--- config.mk ---
export PLATFORM = sky130hd
export DESIGN_NAME = dutc_top
export DESIGN_NICKNAME = d
export VERILOG_FILES = /design/src/dutc_pkg.sv /design/src/dutc_timer.sv /design/src/dutc_top.sv
export SDC_FILE = /design/constraint.sdc
export NUM_CORES = 1
export LEC_CHECK = 0
export BUFFER_PORTS_ARGS = -buffer_cell sky130_fd_sc_hd__buf_2
export CAP_MARGIN = 30
export CORE_MARGIN = 4
export CORE_UTILIZATION = 45
export CTS_BUF_LIST = sky130_fd_sc_hd__clkbuf_4
export DETAILED_ROUTE_END_ITERATION = 7
export GPL_ROUTABILITY_DRIVEN = 0
export PLACE_DENSITY = 0.75
export SYNTH_ARGS = -nofsm -noshare
export SYNTH_HDL_FRONTEND = slang
export SYNTH_SLANG_ARGS = --single-unit
export TNS_END_PERCENT = 10
--- constraint.sdc ---
create_clock -name clk -period 4.3 [get_ports clk]
set_input_delay 0.86 -clock clk [delete_from_list [all_inputs] [get_ports clk]]
set_output_delay 0.86 -clock clk [all_outputs]
set_load 0.1 [all_outputs]
--- src/dutc_pkg.sv ---
`default_nettype none
package dutc_pkg;

  ////////////////////////////////////////////////////////////////////////////
  // register word indices; byte address is four times the index
  localparam logic [4:0] IDX_PRESCALE = 5'h01;
  localparam logic [4:0] IDX_IRQ_MASK = 5'h05;
  localparam logic [4:0] IDX_IRQ_FLAG = 5'h06;
  localparam logic [4:0] IDX_CTRL = 5'h07;
  localparam logic [4:0] IDX_T1_LOW = 5'h08;
  localparam logic [4:0] IDX_T1_HIGH = 5'h09;
  localparam logic [4:0] IDX_T0 = 5'h0A;

  ////////////////////////////////////////////////////////////////////////////
  // reset values and field layout
  localparam logic [7:0] CTRL_RST = 8'h00;
  localparam logic [7:0] CTRL_WMASK = 8'hBF;
  localparam logic [1:0] MASK_RST = 2'h3;
  localparam logic [1:0] PRESCALE_RST = 2'h0;
  localparam logic [7:0] T1_BUF_RST = 8'h00;
  localparam int unsigned PS_LSB = 4;
  localparam int unsigned FLG_T0 = 0;
  localparam int unsigned FLG_T1 = 1;

  ////////////////////////////////////////////////////////////////////////////
  // timer widths and prescaler shape
  localparam int unsigned T0_W = 8;
  localparam int unsigned T1_W = 16;
  localparam int unsigned PS_W = 5;
  localparam logic [4:0] PS_MASK_DIV4 = 5'h03;
  localparam logic [4:0] PS_MASK_DIV8 = 5'h07;
  localparam logic [4:0] PS_MASK_DIV16 = 5'h0F;
  localparam logic [4:0] PS_MASK_DIV32 = 5'h1F;

  typedef struct packed {
    logic ext_mode;
    logic unused6;
    logic t1_clk;
    logic t0_clk;
    logic t1_edge;
    logic t0_edge;
    logic t1_en;
    logic t0_en;
  } dutc_ctl_t;

endpackage
`default_nettype wire

--- src/dutc_timer.sv ---
`timescale 1ns/10ps
`default_nettype none
module dutc_timer #(
  parameter int unsigned W = 8
) (
  input wire logic clk,
  input wire logic reset_n,
  input wire logic enable,
  input wire logic tick,
  input wire logic load,
  input wire logic [W-1:0] load_val,
  output logic [W-1:0] count,
  output logic [W-1:0] preload,
  output logic overflow
);

  logic [W-1:0] count_r;
  logic [W-1:0] count_nxt;
  logic [W-1:0] preload_r;
  wire step = enable & tick;

  // a software load in the same cycle beats the count
  assign overflow = step & ~load & (&count_r);
  assign count_nxt = load ? load_val :
                     overflow ? preload_r :
                     step ? count_r + {{(W-1){1'b0}}, 1'b1} : count_r;
  assign count = count_r;
  assign preload = preload_r;

  always_ff @(posedge clk or negedge reset_n) begin
    if (!reset_n) begin
      count_r <= '0;
      preload_r <= '0;
    end else begin
      count_r <= count_nxt;
      if (load) begin
        preload_r <= load_val;
      end
    end
  end

endmodule
`default_nettype wire

--- src/dutc_top.sv ---
// The Avalon-MM register port was left to the implementer.
`timescale 1ns/10ps
`default_nettype none
module dutc_top
  import dutc_pkg::*;
(
  input wire logic clk,
  input wire logic reset_n,
  input wire logic [4:0] address,
  input wire logic read,
  input wire logic write,
  input wire logic [31:0] writedata,
  input wire logic [3:0] byteenable,
  output logic [31:0] readdata,
  output logic waitrequest,
  input wire logic slow_crystal_clock,
  input wire logic timer_one_ext_clock,
  output logic irq
);

  ////////////////////////////////////////////////////////////////////////////
  // state

  dutc_ctl_t ctl_r;
  logic [1:0] ps_r;
  logic [1:0] mask_r;
  logic [1:0] flag_r;
  logic [1:0] flag_nxt;
  logic [7:0] t1_buf_r;
  logic [PS_W-1:0] ps_cnt_r;
  logic [31:0] readdata_r;
  logic waitrequest_r;
  logic irq_r;
  logic [1:0] pin_s1_r;
  logic [1:0] pin_s2_r;
  logic [1:0] pin_s3_r;
  logic [T0_W-1:0] t0_cnt;
  logic [T0_W-1:0] t0_pre;
  logic [T1_W-1:0] t1_cnt;
  logic [T1_W-1:0] t1_pre;
  logic t0_ovf;
  logic t1_ovf;

  ////////////////////////////////////////////////////////////////////////////
  // bus decode: one access per request, answered one cycle later

  wire acc = (read | write) & waitrequest_r;
  wire wr_acc = acc & write & byteenable[0];
  wire rd_acc = acc & read;
  wire [7:0] wdata8 = writedata[7:0];
  wire hit_ps = address == IDX_PRESCALE;
  wire hit_mask = address == IDX_IRQ_MASK;
  wire hit_flag = address == IDX_IRQ_FLAG;
  wire hit_ctrl = address == IDX_CTRL;
  wire hit_t1l = address == IDX_T1_LOW;
  wire hit_t1h = address == IDX_T1_HIGH;
  wire hit_t0 = address == IDX_T0;
  wire t0_load = wr_acc & hit_t0;
  wire t1_low_wr = wr_acc & hit_t1l;
  wire t1_high_wr = wr_acc & hit_t1h;
  wire t1_high_rd = rd_acc & hit_t1h;
  wire t1_low_rd = rd_acc & hit_t1l;
  wire [7:0] t1_lo = t1_cnt[7:0];
  wire [7:0] t1_hi = t1_cnt[T1_W-1:8];
  wire [7:0] rd_ps = 8'({6'h00, ps_r} << PS_LSB);

  // unmapped words read as zero and swallow writes
  wire [7:0] rd_byte = hit_ps ? rd_ps :
                       hit_mask ? {6'h00, mask_r} :
                       hit_flag ? {6'h00, flag_r} :
                       hit_ctrl ? ctl_r :
                       hit_t1l ? t1_buf_r :
                       hit_t1h ? t1_hi :
                       hit_t0 ? t0_cnt : 8'h00;

  ////////////////////////////////////////////////////////////////////////////
  // pin synchronisers: bit 0 crystal, bit 1 external clock

  always_ff @(posedge clk or negedge reset_n) begin
    if (!reset_n) begin
      pin_s1_r <= 2'h0;
      pin_s2_r <= 2'h0;
      pin_s3_r <= 2'h0;
    end else begin
      pin_s1_r <= {timer_one_ext_clock, slow_crystal_clock};
      pin_s2_r <= pin_s1_r;
      pin_s3_r <= pin_s2_r;
    end
  end

  wire [1:0] pin_rise = pin_s2_r & ~pin_s3_r;
  wire [1:0] pin_fall = ~pin_s2_r & pin_s3_r;

  ////////////////////////////////////////////////////////////////////////////
  // clock selection and timer zero prescaler
  // the system clock has no edge to pick, so its source is high every cycle; timer zero still ticks only at prescaler end

  wire t0_xtal = ctl_r.t0_edge ? pin_fall[0] : pin_rise[0];
  wire t1_xtal = ctl_r.t1_edge ? pin_fall[0] : pin_rise[0];
  wire t1_ext = ctl_r.t1_edge ? pin_fall[1] : pin_rise[1];
  wire t0_src = ctl_r.t0_clk ? 1'b1 : t0_xtal;
  wire t1_int = ctl_r.t1_clk ? 1'b1 : t1_xtal;
  wire t1_tick = ctl_r.ext_mode ? t1_ext : t1_int;
  wire [PS_W-1:0] ps_mask = (ps_r == 2'h0) ? PS_MASK_DIV4 :
                            (ps_r == 2'h1) ? PS_MASK_DIV8 :
                            (ps_r == 2'h2) ? PS_MASK_DIV16 : PS_MASK_DIV32;
  wire ps_end = &(ps_cnt_r | ~ps_mask);
  wire t0_tick = t0_src & ps_end;

  always_ff @(posedge clk or negedge reset_n) begin
    if (!reset_n) begin
      ps_cnt_r <= '0;
    end else if (ctl_r.t0_en & t0_src) begin
      ps_cnt_r <= ps_end ? '0 : ps_cnt_r + {{(PS_W-1){1'b0}}, 1'b1};
    end
  end

  ////////////////////////////////////////////////////////////////////////////
  // the two counters

  dutc_timer #(.W(T0_W)) u_t0 (
    .clk(clk),
    .reset_n(reset_n),
    .enable(ctl_r.t0_en),
    .tick(t0_tick),
    .load(t0_load),
    .load_val(wdata8),
    .count(t0_cnt),
    .preload(t0_pre),
    .overflow(t0_ovf)
  );

  dutc_timer #(.W(T1_W)) u_t1 (
    .clk(clk),
    .reset_n(reset_n),
    .enable(ctl_r.t1_en),
    .tick(t1_tick),
    .load(t1_high_wr),
    .load_val({wdata8, t1_buf_r}),
    .count(t1_cnt),
    .preload(t1_pre),
    .overflow(t1_ovf)
  );

  ////////////////////////////////////////////////////////////////////////////
  // software registers

  always_ff @(posedge clk or negedge reset_n) begin
    if (!reset_n) begin
      ctl_r <= CTRL_RST;
      ps_r <= PRESCALE_RST;
      mask_r <= MASK_RST;
    end else begin
      if (wr_acc & hit_ctrl) begin
        ctl_r <= wdata8 & CTRL_WMASK;
      end
      if (wr_acc & hit_ps) begin
        ps_r <= wdata8[PS_LSB+1:PS_LSB];
      end
      if (wr_acc & hit_mask) begin
        mask_r <= wdata8[1:0];
      end
    end
  end

  // holding byte for the 16-bit timer
  always_ff @(posedge clk or negedge reset_n) begin
    if (!reset_n) begin
      t1_buf_r <= T1_BUF_RST;
    end else if (t1_low_wr) begin
      t1_buf_r <= wdata8;
    end else if (t1_high_rd) begin
      t1_buf_r <= t1_lo;
    end
  end

  ////////////////////////////////////////////////////////////////////////////
  // overflow flags, cleared by a read; a new overflow beats the clear

  assign flag_nxt = (flag_r & ~{2{rd_acc & hit_flag}}) | {t1_ovf, t0_ovf};
  wire irq_pend = |(flag_r & ~mask_r);

  always_ff @(posedge clk or negedge reset_n) begin
    if (!reset_n) begin
      flag_r <= 2'h0;
      irq_r <= 1'b0;
    end else begin
      flag_r <= flag_nxt;
      irq_r <= irq_pend;
    end
  end

  ////////////////////////////////////////////////////////////////////////////
  // bus answer

  always_ff @(posedge clk or negedge reset_n) begin
    if (!reset_n) begin
      waitrequest_r <= 1'b1;
      readdata_r <= 32'h0000_0000;
    end else begin
      waitrequest_r <= ~acc;
      if (rd_acc) begin
        readdata_r <= {24'h00_0000, rd_byte};
      end
    end
  end

  assign readdata = readdata_r;
  assign waitrequest = waitrequest_r;
  assign irq = irq_r;

  ////////////////////////////////////////////////////////////////////////////
  // checks

  property p_t0_hold;
    @(posedge clk) disable iff (!reset_n)
    !ctl_r.t0_en && !t0_load |=> $stable(t0_cnt);
  endproperty
  a_t0_hold: assert property (p_t0_hold) else $error("timer zero moved while off");

  property p_t1_hold;
    @(posedge clk) disable iff (!reset_n)
    !ctl_r.t1_en && !t1_high_wr ##1 !ctl_r.t1_en && !t1_high_wr |=> $stable(t1_cnt);
  endproperty
  a_t1_hold: assert property (p_t1_hold) else $error("timer one moved while off");

  property p_t0_step;
    @(posedge clk) disable iff (!reset_n)
    t0_tick && ctl_r.t0_en && !t0_load && t0_cnt != 8'hFF |=> t0_cnt == $past(t0_cnt) + 8'h01;
  endproperty
  a_t0_step: assert property (p_t0_step) else $error("timer zero missed a step");

  property p_t0_reload;
    @(posedge clk) disable iff (!reset_n)
    t0_ovf |=> t0_cnt == $past(t0_pre);
  endproperty
  a_t0_reload: assert property (p_t0_reload) else $error("timer zero not reloaded");

  property p_flag_set;
    @(posedge clk) disable iff (!reset_n)
    t0_ovf || t1_ovf |=> (flag_r & $past({t1_ovf, t0_ovf})) == $past({t1_ovf, t0_ovf});
  endproperty
  a_flag_set: assert property (p_flag_set) else $error("overflow flag not set");

  property p_irq_raise;
    @(posedge clk) disable iff (!reset_n)
    t0_ovf && !mask_r[0] ##1 !mask_r[0] |=> irq_r;
  endproperty
  a_irq_raise: assert property (p_irq_raise) else $error("unmasked overflow gave no irq");

  property p_low_write;
    @(posedge clk) disable iff (!reset_n)
    t1_low_wr |=> $stable(t1_pre);
  endproperty
  a_low_write: assert property (p_low_write) else $error("low write changed preload");

  property p_high_write;
    @(posedge clk) disable iff (!reset_n)
    t1_high_wr |=> t1_pre == {$past(wdata8), $past(t1_buf_r)};
  endproperty
  a_high_write: assert property (p_high_write) else $error("preload not loaded as a pair");

  property p_high_read;
    @(posedge clk) disable iff (!reset_n)
    t1_high_rd |=> t1_buf_r == $past(t1_lo);
  endproperty
  a_high_read: assert property (p_high_read) else $error("low byte not latched");

  property p_low_read;
    @(posedge clk) disable iff (!reset_n)
    t1_low_rd |=> readdata_r[7:0] == $past(t1_buf_r) && !waitrequest_r;
  endproperty
  a_low_read: assert property (p_low_read) else $error("low read not from buffer");

  property p_t1_step;
    @(posedge clk) disable iff (!reset_n)
    t1_tick && ctl_r.t1_en && !t1_high_wr && t1_cnt != 16'hFFFF |=> t1_cnt == $past(t1_cnt) + 16'h0001;
  endproperty
  a_t1_step: assert property (p_t1_step) else $error("timer one missed a step");

  property p_t1_reload;
    @(posedge clk) disable iff (!reset_n)
    t1_ovf |=> t1_cnt == $past(t1_pre);
  endproperty
  a_t1_reload: assert property (p_t1_reload) else $error("timer one not reloaded");

  property p_t0_wrap;
    @(posedge clk) disable iff (!reset_n)
    t0_tick && ctl_r.t0_en && !t0_load && t0_cnt == 8'hFF |-> t0_ovf;
  endproperty
  a_t0_wrap: assert property (p_t0_wrap) else $error("timer zero rollover gave no request");

  property p_t1_wrap;
    @(posedge clk) disable iff (!reset_n)
    t1_tick && ctl_r.t1_en && !t1_high_wr && t1_cnt == 16'hFFFF |-> t1_ovf;
  endproperty
  a_t1_wrap: assert property (p_t1_wrap) else $error("timer one rollover gave no request");

  // system clock picked for timer one means one step every cycle
  property p_t1_sysclk;
    @(posedge clk) disable iff (!reset_n)
    ctl_r.t1_en && ctl_r.t1_clk && !ctl_r.ext_mode && !t1_high_wr && t1_cnt != 16'hFFFF
      |=> t1_cnt == $past(t1_cnt) + 16'h0001;
  endproperty
  a_t1_sysclk: assert property (p_t1_sysclk) else $error("timer one idle on system clock");

  property p_irq_masked;
    @(posedge clk) disable iff (!reset_n)
    (flag_r & ~mask_r) == 2'h0 |=> !irq_r;
  endproperty
  a_irq_masked: assert property (p_irq_masked) else $error("masked flag raised irq");

  property p_flag_keep;
    @(posedge clk) disable iff (!reset_n)
    !(rd_acc && hit_flag) |=> (flag_r & $past(flag_r)) == $past(flag_r);
  endproperty
  a_flag_keep: assert property (p_flag_keep) else $error("flag lost without a read");

  property p_flag_clear;
    @(posedge clk) disable iff (!reset_n)
    rd_acc && hit_flag |=> flag_r == $past({t1_ovf, t0_ovf});
  endproperty
  a_flag_clear: assert property (p_flag_clear) else $error("flag read did not clear");

  c_t0_ovf: cover property (@(posedge clk) disable iff (!reset_n) t0_ovf);
  c_t1_ovf: cover property (@(posedge clk) disable iff (!reset_n) t1_ovf);
  c_irq: cover property (@(posedge clk) disable iff (!reset_n) $rose(irq_r));
  c_t1_sys: cover property (@(posedge clk) disable iff (!reset_n) t1_ovf && ctl_r.t1_clk && !ctl_r.ext_mode);
  c_pair_read: cover property (@(posedge clk) disable iff (!reset_n) t1_high_rd ##[1:20] t1_low_rd);

endmodule
`default_nettype wire

==> impl_metrics.yaml, run 1 <==
timing:
  tns_ps: 0
  final.period_utilization: 0.597
  worst_pin_slew_ps: 820
  hold_viol: 0
  finalWorstSetupSlack_ps: 1730
  period_minus_slack_ps: 2570
  finalSetupViolCount: 0
  clock_skew_ps: 20.7
  rsz0062_at_grt: "no"
  slew_viol_final: 0
  relSlewSlack: 0.454
  timing.hold.ws_ps: 376
  fmax_mhz: 390
route:
  drc: 0
  firstDrtPassIters: 5
  drt.antenna.violating_nets: 0
  vias: 4107
  wl_um: 12100
  routed_via_density: 5.88
  wl_per_cell_um: 17.3
  drtIter0Drc: 446
cts:
  htreeDepth: 3
  cts_hold_buf: 0
  cts_sinks: 90
  clk_pin_slew_ps: 150
  cts_resized: 0
  cts_root_buffer: "clkbuf_4"
  cts_tree: "built"
  cts_buffers: 9
  cts_setup_buffers: 0
  worstSkewPairLatency_ps: 460
  cts_buffer_depth: 2
yosys:
  synth-warning-count: 0
  avgSynthCellArea_um2: 9.23
  ys_seq_area_frac: 0.455
  ys_types: 64
  yosysTopAreaCellShare: 0.439
  synth_area_leaders: "dfrtp_1 (44%), nand2_1 (7.9%), mux2i_1 (4.6%), buf_4 (3.8%), a21oi_1 (3.6%)"
  synthFlopType: "dfrtp_1"
  synth_edf_count: 0
  synth-seq-cells: 90
  synthCells: 537
  synth_top_area_cell: "dfrtp_1"
  postSynth.asyncResetShare: 1.00
  synth.cell_area_um2: 4950
finish:
  drive_gt1_frac: 0.138
  n_antenna_cell: 0
  multi_input_area_um2: 2430
  area_growth_syn_to_layout_pct: 5.96
  final_common_cell: "nand2_1"
  seqCellArea_um2: 2260
  nNetsFinal: 604
  final_cell_mix: "nand2_1 (104), dfrtp_1 (87), a21oi_1 (36)"
  final.fill_count: 992
power:
  p_clk_frac: 0.235
  switching_share: 0.382
  p_int_mw: 1.43
  pwr-share-comb: 0.253
  power_frac_seq: 0.511
  ir_drop_uv: 215
  powerDensity_nw_per_um2: 440
  power.switching_uw: 884
  p_leak_nw: 2.48
floorplan:
  core_um2: 10800
  die_w_um: 113
  die_h_um: 113
  die_area_um2: 12800
  rows: 38
  ioPinCount: 81
  start_util: 0.459
min_path:
  hold_class: "reg -> reg"
  worstHoldPathCells: 0
  min_from: "pin_s1_r[0]"
setup_path:
  endpoint_kind: "flop"
  cp-startpoint: "address[1]"
  crit_chain: "buf_2 -> nor2b_1 -> and3_1 -> buf_4 -> and2_1 -> a31o_1"
  crit_family: "simple AND/OR/NAND/NOR gates"
  critPathMaxFanout: 19
  r2r_slack_ps: 2050
  cp-endpoint: "u_t1.count[8]"
  path_buf_inv: 2
  reg2reg_from: "waitrequest"
  critPathMaxStageDelay_ps: 700
  worstSetupPathType: "in -> reg"
  critPathArrivalTime_ps: 2950
  worstSetupStartpointType: "input pin"
  r2r_cells: 5
  reg2reg_to: "u_t1.count[8]"
  crit_cells: 6
  crit_slowest_cell: "and3_1"
  worst_ep_required_time_ps: 4690
place:
  place_ws_ps: 1350
  portBuffers: 29
  dpl.hpwl_um: 8680
global_route:
  gr-total-overflow: 0
  antenna_found_initial: 0
  grt_max_degree: 66
  first_global_vias: 3894
  grt_first_pass_wirelength_um: 19900
  grt.total_usage: 0.192
job:
  maxCapViolations: 0
outcome:
  status: "complete, no violations"
## cells in the mapped netlist, types with 4 or more instances
library cell and number:
a21o_1 8, a21oi_1 36, and2_1 5, and3_1 9, and4_1 5, buf_2 11
buf_4 25, clkbuf_1 10, dfrtp_1 87, inv_1 15, mux2_2 13, mux2i_1 23
nand2_1 104, nand2b_1 4, nand3_1 15, nand4_1 11, nor2_1 31, nor3_1 6
o211ai_1 10, o21ai_0 19, o221ai_1 5, o22ai_1 10, o31ai_1 7, xnor2_1 5
## power groups by stage
stage | logic [mW] | registers (mW) | clock network [mW]
detailed placement | 0.583 | 1.19 | 0
CTS | 0.585 | 1.17 | 0.550
global placement | 0.564 | 1.18 | 0
global route | 0.648 | 1.20 | 0.581
finish | 0.585 | 1.18 | 0.543
floorplan | 0.452 | 1.17 | 0
## cell families after synthesis
logic type,count (synthesis),synth area share
AND/OR/NAND/NOR,211,0.207
AO/OA/AOI/OAI,124,0.167
flip-flops,90,0.455
buffers and inverters,64,0.0722
multiplexers,37,0.0783
XOR/XNOR,7,0.0124
adder cells (fa/ha/maj),3,0.00758
other,1,0.000757
## state kept, by name (all words and copies together), names as in the netlist
| name | flops |
|---|---|
| readdata | 8 |
| irq | 1 |
| ps_r | 2 |
| t1_buf_r | 8 |
| waitrequest | 1 |
| u_t0.preload | 8 |
| u_t0.count | 8 |
| u_t1.count | 16 |
| pin_s1_r | 2 |
| flag_r | 2 |
| ps_cnt_r | 5 |
| pin_s3_r | 2 |
| mask_r | 2 |
| ctl_r | 7 |
| pin_s2_r | 2 |
| u_t1.preload | 16 |
## worst min path at each step
| stage | endpoint | slack [ps] |
|---|---|---|
| 2_1_floorplan | pin_s2_r[0] | 330 |
| 3_3_place_gp | pin_s2_r[0] | 330 |
| 3_5_place_dp | pin_s2_r[0] | 350 |
| 4_1_cts | pin_s2_r[0] | 380 |
| 5_1_grt | pin_s2_r[0] | 380 |
| 6_report | pin_s2_r[0] | 380 |
## stage by stage
stage | instances | area (um2) | total power, mW | utilization
final | 699 | 5250 | 2.31 | 0.486
after global routing | 699 | 5250 | 2.43 | 0.486
after CTS | 699 | 5250 | 2.31 | 0.486
after detailed placement | 683 | 5080 | 1.77 | 0.471
after global placement | 683 | 5080 | 1.75 | 0.471
after floorplan | 560 | 5040 | 1.63 | -
## metal layers
| metal | vias to the layer above | wire length [um] | global-route usage | part of all wire |
|---|---|---|---|---|
| met5 | - | 0 | 0 | 0 |
| met4 | 0 | 264 | 0.0625 | 0.022 |
| met3 | 25 | 838 | 0.0337 | 0.069 |
| met2 | 179 | 5460 | 0.290 | 0.45 |
| met1 | 1994 | 5540 | 0.281 | 0.46 |
| li1 | 1909 | - | - | - |
## worst register-to-register path, cell delays in order (launching register included)
cell and delay (ps):
dfstp_2 580, and3_1 340, and3_1 660, buf_4 320, and2_1 170, a31o_1 100
## area by class of cell
type	instances	area share
multi-input cells	406	0.462
repair buffers	32	0.0324
clock inverters	6	0.0172
inverters	15	0.0107
clock buffers	10	0.0143
well taps	140	0.0334
flip-flops and latches	90	0.430
(Power assumes the default switching activity.)
==> run 2, diff against run 1 <==
==> constraint.sdc (replaced) <==
create_clock -name clk -period 2.4 [get_ports clk]
set_input_delay 0.48 -clock clk [delete_from_list [all_inputs] [get_ports clk]]
set_output_delay 0.48 -clock clk [all_outputs]
set_load 0.1 [all_outputs]
==> impl_metrics.yaml, run 2 (synthesis results as in run 1) <==
outcome:
  status: "complete, no violations"
setup_path:
  worstSetupStartpointType: "flop"
  crit_chain: "ha_1 -> nand4_2 -> or3_4 -> mux2_1 -> mux2i_1 -> o21ai_1"
  crit_slowest_cell: "dfrtp_1"
  worstSetupPathType: "reg -> reg"
  critPathArrivalTime_ps: 2380
  r2r_cells: 6
  worst_ep_required_time_ps: 2740
  critPathMaxFanout: 6
  endpoint_kind: "flop"
  critPathMaxStageDelay_ps: 480
job:
  maxCapViolations: 0
floorplan:
  core_um2: 10800
  rows: 38
  die_w_um: 113
  die_h_um: 113
  start_util: 0.459
  ioPinCount: 81
  die_area_um2: 12800
power:
  powerDensity_nw_per_um2: 742
  power.switching_mw: 1.58
  ir_drop_uv: 335
  p_clk_frac: 0.192
  power_frac_seq: 0.538
  p_leak_nw: 2.51
  switching_share: 0.402
  p_int_mw: 2.35
  pwr-share-comb: 0.270
cts:
  cts_resized: 0
  cts_setup_buffers: 0
  cts_sinks: 90
  htreeDepth: 3
  worstSkewPairLatency_ps: 450
  cts_buffers: 9
  cts_root_buffer: "clkbuf_4"
  cts_buffer_depth: 2
  cts_tree: "built"
  clk_pin_slew_ps: 140
timing:
  finalWorstSetupSlack_ps: 363
  fmax_mhz: 491
  slew_viol_final: 0
  rsz0062_at_grt: "no"
  clock_skew_ps: 14.4
  relSlewSlack: 0.616
  period_minus_slack_ps: 2040
  tns_ps: 0
  final.period_utilization: 0.849
  finalSetupViolCount: 0
  hold_viol: 0
  worst_pin_slew_ps: 576
finish:
  n_antenna_cell: 0
  drive_gt1_frac: 0.154
  final_cells: 711
  area_growth_syn_to_layout_pct: 7.15
  final_common_cell: "nand2_1"
  final_cell_mix: "nand2_1 (104), dfrtp_1 (87), a21oi_1 (36)"
  final.fill_count: 1010
  final_area_um2: 5310
  nNetsFinal: 616
place:
  place_ws_ps: 190
  placed_cell_area_um2: 5180
  dpl.hpwl_um: 8830
  portBuffers: 29
  place_inst: 694
global_route:
  grt_first_pass_wirelength_um: 20200
  grt_max_degree: 43
  antenna_found_initial: 0
  grt.total_usage: 0.196
  first_global_vias: 4021
  gr-total-overflow: 0
min_path:
  worstHoldPathCells: 1
  hold_class: "in -> reg"
route:
  wl_um: 12100
  wl_per_cell_um: 17.0
  firstDrtPassIters: 5
  routed_via_density: 5.82
  drtIter0Drc: 385
  drt.antenna.violating_nets: 0
  vias: 4138
  drc: 0
-- run 2: cell types whose count changed in the layout (fill, tap and decap cells not counted), sizes merged --
cell         change
bufinv           -2
inv              -1
dlygate4sd3      +1
buf             +11
clkinvlp         +3
-- run 2: path summary, 6_finish.rpt --
| check | startpoint | end | slack, ps |
|---|---|---|---|
| min | slow_crystal_clock | pin_s1_r[0] | 120 |
| max reg2reg | u_t0.count[0] | u_t0.count[3] | 360 |
| max in group asynchronous | reset_n | waitrequest | 1260 |
| min in group asynchronous | reset_n | ps_r[1] | 430 |
| max | u_t0.count[0] | u_t0.count[3] | 360 |
| min reg2reg | pin_s1_r[0] | pin_s2_r[0] | 370 |
-- run 2: layout make-up --
cell class              count  area [um2]  area share
inverters                  15        56.3      0.0106
repair buffers             44         275      0.0519
multi-input cells         406        2430       0.457
clock inverters             6        43.8     0.00825
well taps                 140         175      0.0330
clock buffers              10        75.1      0.0141
flip-flops and latches     90        2260       0.425
-- run 2: power by group through the flow --
stage	logic (mW)	clock network, mW	registers (mW)
floorplan	0.810	0	2.10
global placement	1.02	0	2.12
detailed placement	1.05	0	2.13
CTS	1.06	0.778	2.10
global route	1.17	0.830	2.15
finish	1.06	0.756	2.12
-- run 2: timing repair --
action / 4_1_cts / 5_1_grt
setup endpoints to repair: 0 / 0
hold buffers: 1 / 0
hold endpoints to repair: 20 / 0
-- run 2: through the flow --
step / hold WS [ps] / utilization / total power [mW]
6_report: 121 / 0.492 / 3.94
3_5_place_dp: 335 / 0.480 / 3.18
5_1_grt: 111 / 0.492 / 4.15
2_1_floorplan: 184 / - / 2.91
4_1_cts: 106 / 0.492 / 3.94
3_3_place_gp: 332 / 0.480 / 3.14
-- run 2: layer usage --
layer	vias to the layer above	GRT usage	share of wire
li1	1933	-	-
met1	1983	0.278	0.45
met2	187	0.302	0.45
met3	35	0.0246	0.068
met4	0	0.0881	0.032
met5	-	0	0
-- run 2: critical path, delay by kind of cell, from the launching register on --
kind,cells,cell delay [ps]
multiplexers,2,470
adder cells (fa/ha/maj),1,280
flip-flops,1,480
AO/OA/AOI/OAI,1,70
AND/OR/NAND/NOR,2,650
==> run 3, diff against run 2 <==
==> constraint.sdc (replaced) <==
create_clock -name clk -period 2 [get_ports clk]
set_input_delay 0.4 -clock clk [delete_from_list [all_inputs] [get_ports clk]]
set_output_delay 0.4 -clock clk [all_outputs]
set_load 0.1 [all_outputs]
==> impl_metrics.yaml, run 3 (synthesis results as in run 1) <==
setup_path:
  endpoint_kind: "primary output"
  cp-startpoint: "waitrequest"
  critPathArrivalTime_ps: 1540
  worst_ep_required_time_ps: 1600
  reg2reg_to: "u_t1.count[8]"
  r2r_slack_ps: 110
  crit_slowest_cell: "dfstp_4"
  cp-endpoint: "waitrequest"
  worstSetupStartpointType: "flop"
  worstSetupPathType: "reg -> out"
  crit_chain: "buf_2"
  critPathMaxStageDelay_ps: 660
  r2r_cells: 5
  path_buf_inv: 1
  crit_cells: 1
  critPathMaxFanout: 5
  crit_family: "flip-flops"
  reg2reg_from: "waitrequest"
timing:
  finalWorstSetupSlack_ps: 62.1
  finalSetupViolCount: 0
  tns_ps: 0
  slew_viol_final: 0
  relSlewSlack: 0.624
  period_minus_slack_ps: 1940
  clock_skew_ps: 22.6
  fmax_mhz: 516
  final.period_utilization: 0.969
  timing.hold.ws_ps: 31.3
  worst_pin_slew_ps: 563
  rsz0062_at_grt: "no"
  hold_viol: 0
finish:
  final_cell_mix: "nand2_1 (104), dfrtp_1 (87), buf_4 (44)"
  final_cells: 741
  fin_util: 0.516
  final_common_cell: "nand2_1"
  n_antenna_cell: 0
  nNetsFinal: 646
  area_growth_syn_to_layout_pct: 12.4
  final_area_um2: 5570
  drive_gt1_frac: 0.198
cts:
  cts_buffers: 9
  clk_pin_slew_ps: 150
  cts_buffer_depth: 2
  htreeDepth: 3
  cts_sinks: 90
  cts_tree: "built"
  worstSkewPairLatency_ps: 460
  cts_root_buffer: "clkbuf_4"
route:
  drt.antenna.violating_nets: 0
  drtIter0Drc: 414
  drc: 0
  wl_um: 12600
  routed_via_density: 5.70
  wl_per_cell_um: 17.0
  firstDrtPassIters: 5
  vias: 4221
place:
  placed_cell_area_um2: 5410
  dpl.hpwl_um: 9450
  portBuffers: 29
  place_ws_ps: 119
  place_inst: 724
power:
  ir_drop_uv: 385
  switching_share: 0.390
  powerDensity_nw_per_um2: 898
  p_clk_frac: 0.215
  pwr-share-comb: 0.289
  power.switching_mw: 1.95
  power_frac_seq: 0.496
  p_int_mw: 3.05
  power_mw: 5.00
  p_leak_nw: 2.67
global_route:
  first_global_vias: 4167
  grt_max_degree: 43
  gr-total-overflow: 0
  grt_first_pass_wirelength_um: 20800
  antenna_found_initial: 0
  grt.total_usage: 0.201
min_path:
  hold_class: "in -> reg"
floorplan:
  die_w_um: 113
  start_util: 0.459
  die_h_um: 113
  rows: 38
  core_um2: 10800
  die_area_um2: 12800
  ioPinCount: 81
job:
  maxCapViolations: 0
outcome:
  status: "complete, no violations"
==> run 3: cell types whose count changed in the layout (fill, tap and decap cells not counted) <==
| cell | change |
|---|---|
| buf_4 | +30 |
| ha_2 | +1 |
| clkinv_2 | -1 |
| dfstp_2 | -1 |
| clkinvlp_4 | -2 |
| dfstp_4 | +1 |
| ha_1 | -1 |
| inv_6 | +1 |
| bufinv_16 | +1 |
| inv_8 | +1 |
==> run 3: worst min-delay path by stage <==
stage	start	endpoint	slack, ps	cells past startpoint
2_1_floorplan	reset_n	ctl_r[0]	100	0
3_3_place_gp	pin_s1_r[0]	pin_s2_r[0]	330	0
3_5_place_dp	pin_s1_r[1]	pin_s2_r[1]	340	0
4_1_cts	timer_one_ext_clock	pin_s1_r[1]	20	1
5_1_grt	timer_one_ext_clock	pin_s1_r[1]	10	1
6_report	timer_one_ext_clock	pin_s1_r[1]	30	1
==> run 3: cell type report <==
type                            instances  area (um2)
Clock buffer                           10        75.1
Clock inverter                          6        73.8
Fill cell                             990        5220
Inverter                               15        56.3
Multi-Input combinational cell        406        2430
Sequential cell                        90        2260
Tap cell                              140         175
Timing Repair Buffer                   74         500
==> run 3: power groups by stage <==
stage,Combinational (mW),Clock [mW],Sequential (mW)
after global routing,1.57,1.17,2.53
after detailed placement,1.43,0,2.50
after floorplan,0.972,0,2.52
final,1.44,1.07,2.48
after CTS,1.44,1.09,2.47
after global placement,1.40,0,2.49
==> run 3: what timing repair did <==
| action | in CTS | in global routing |
|---|---|---|
| resized for setup | 0 | 1 |
| endpoints found under the setup margin | 0 | 1 |
| hold buffers | 1 | 0 |
| hold endpoints to repair | 37 | 0 |
| buffers inserted | 0 | 0 |
==> run 3: routing by layer <==
layer  wire length [um]  vias up  global-route usage
met1               5760     2063               0.285
met3                751       22              0.0294
met5                  0        -                   0
met2               5820      148               0.316
li1                   -     1988                   -
met4                244        0              0.0681
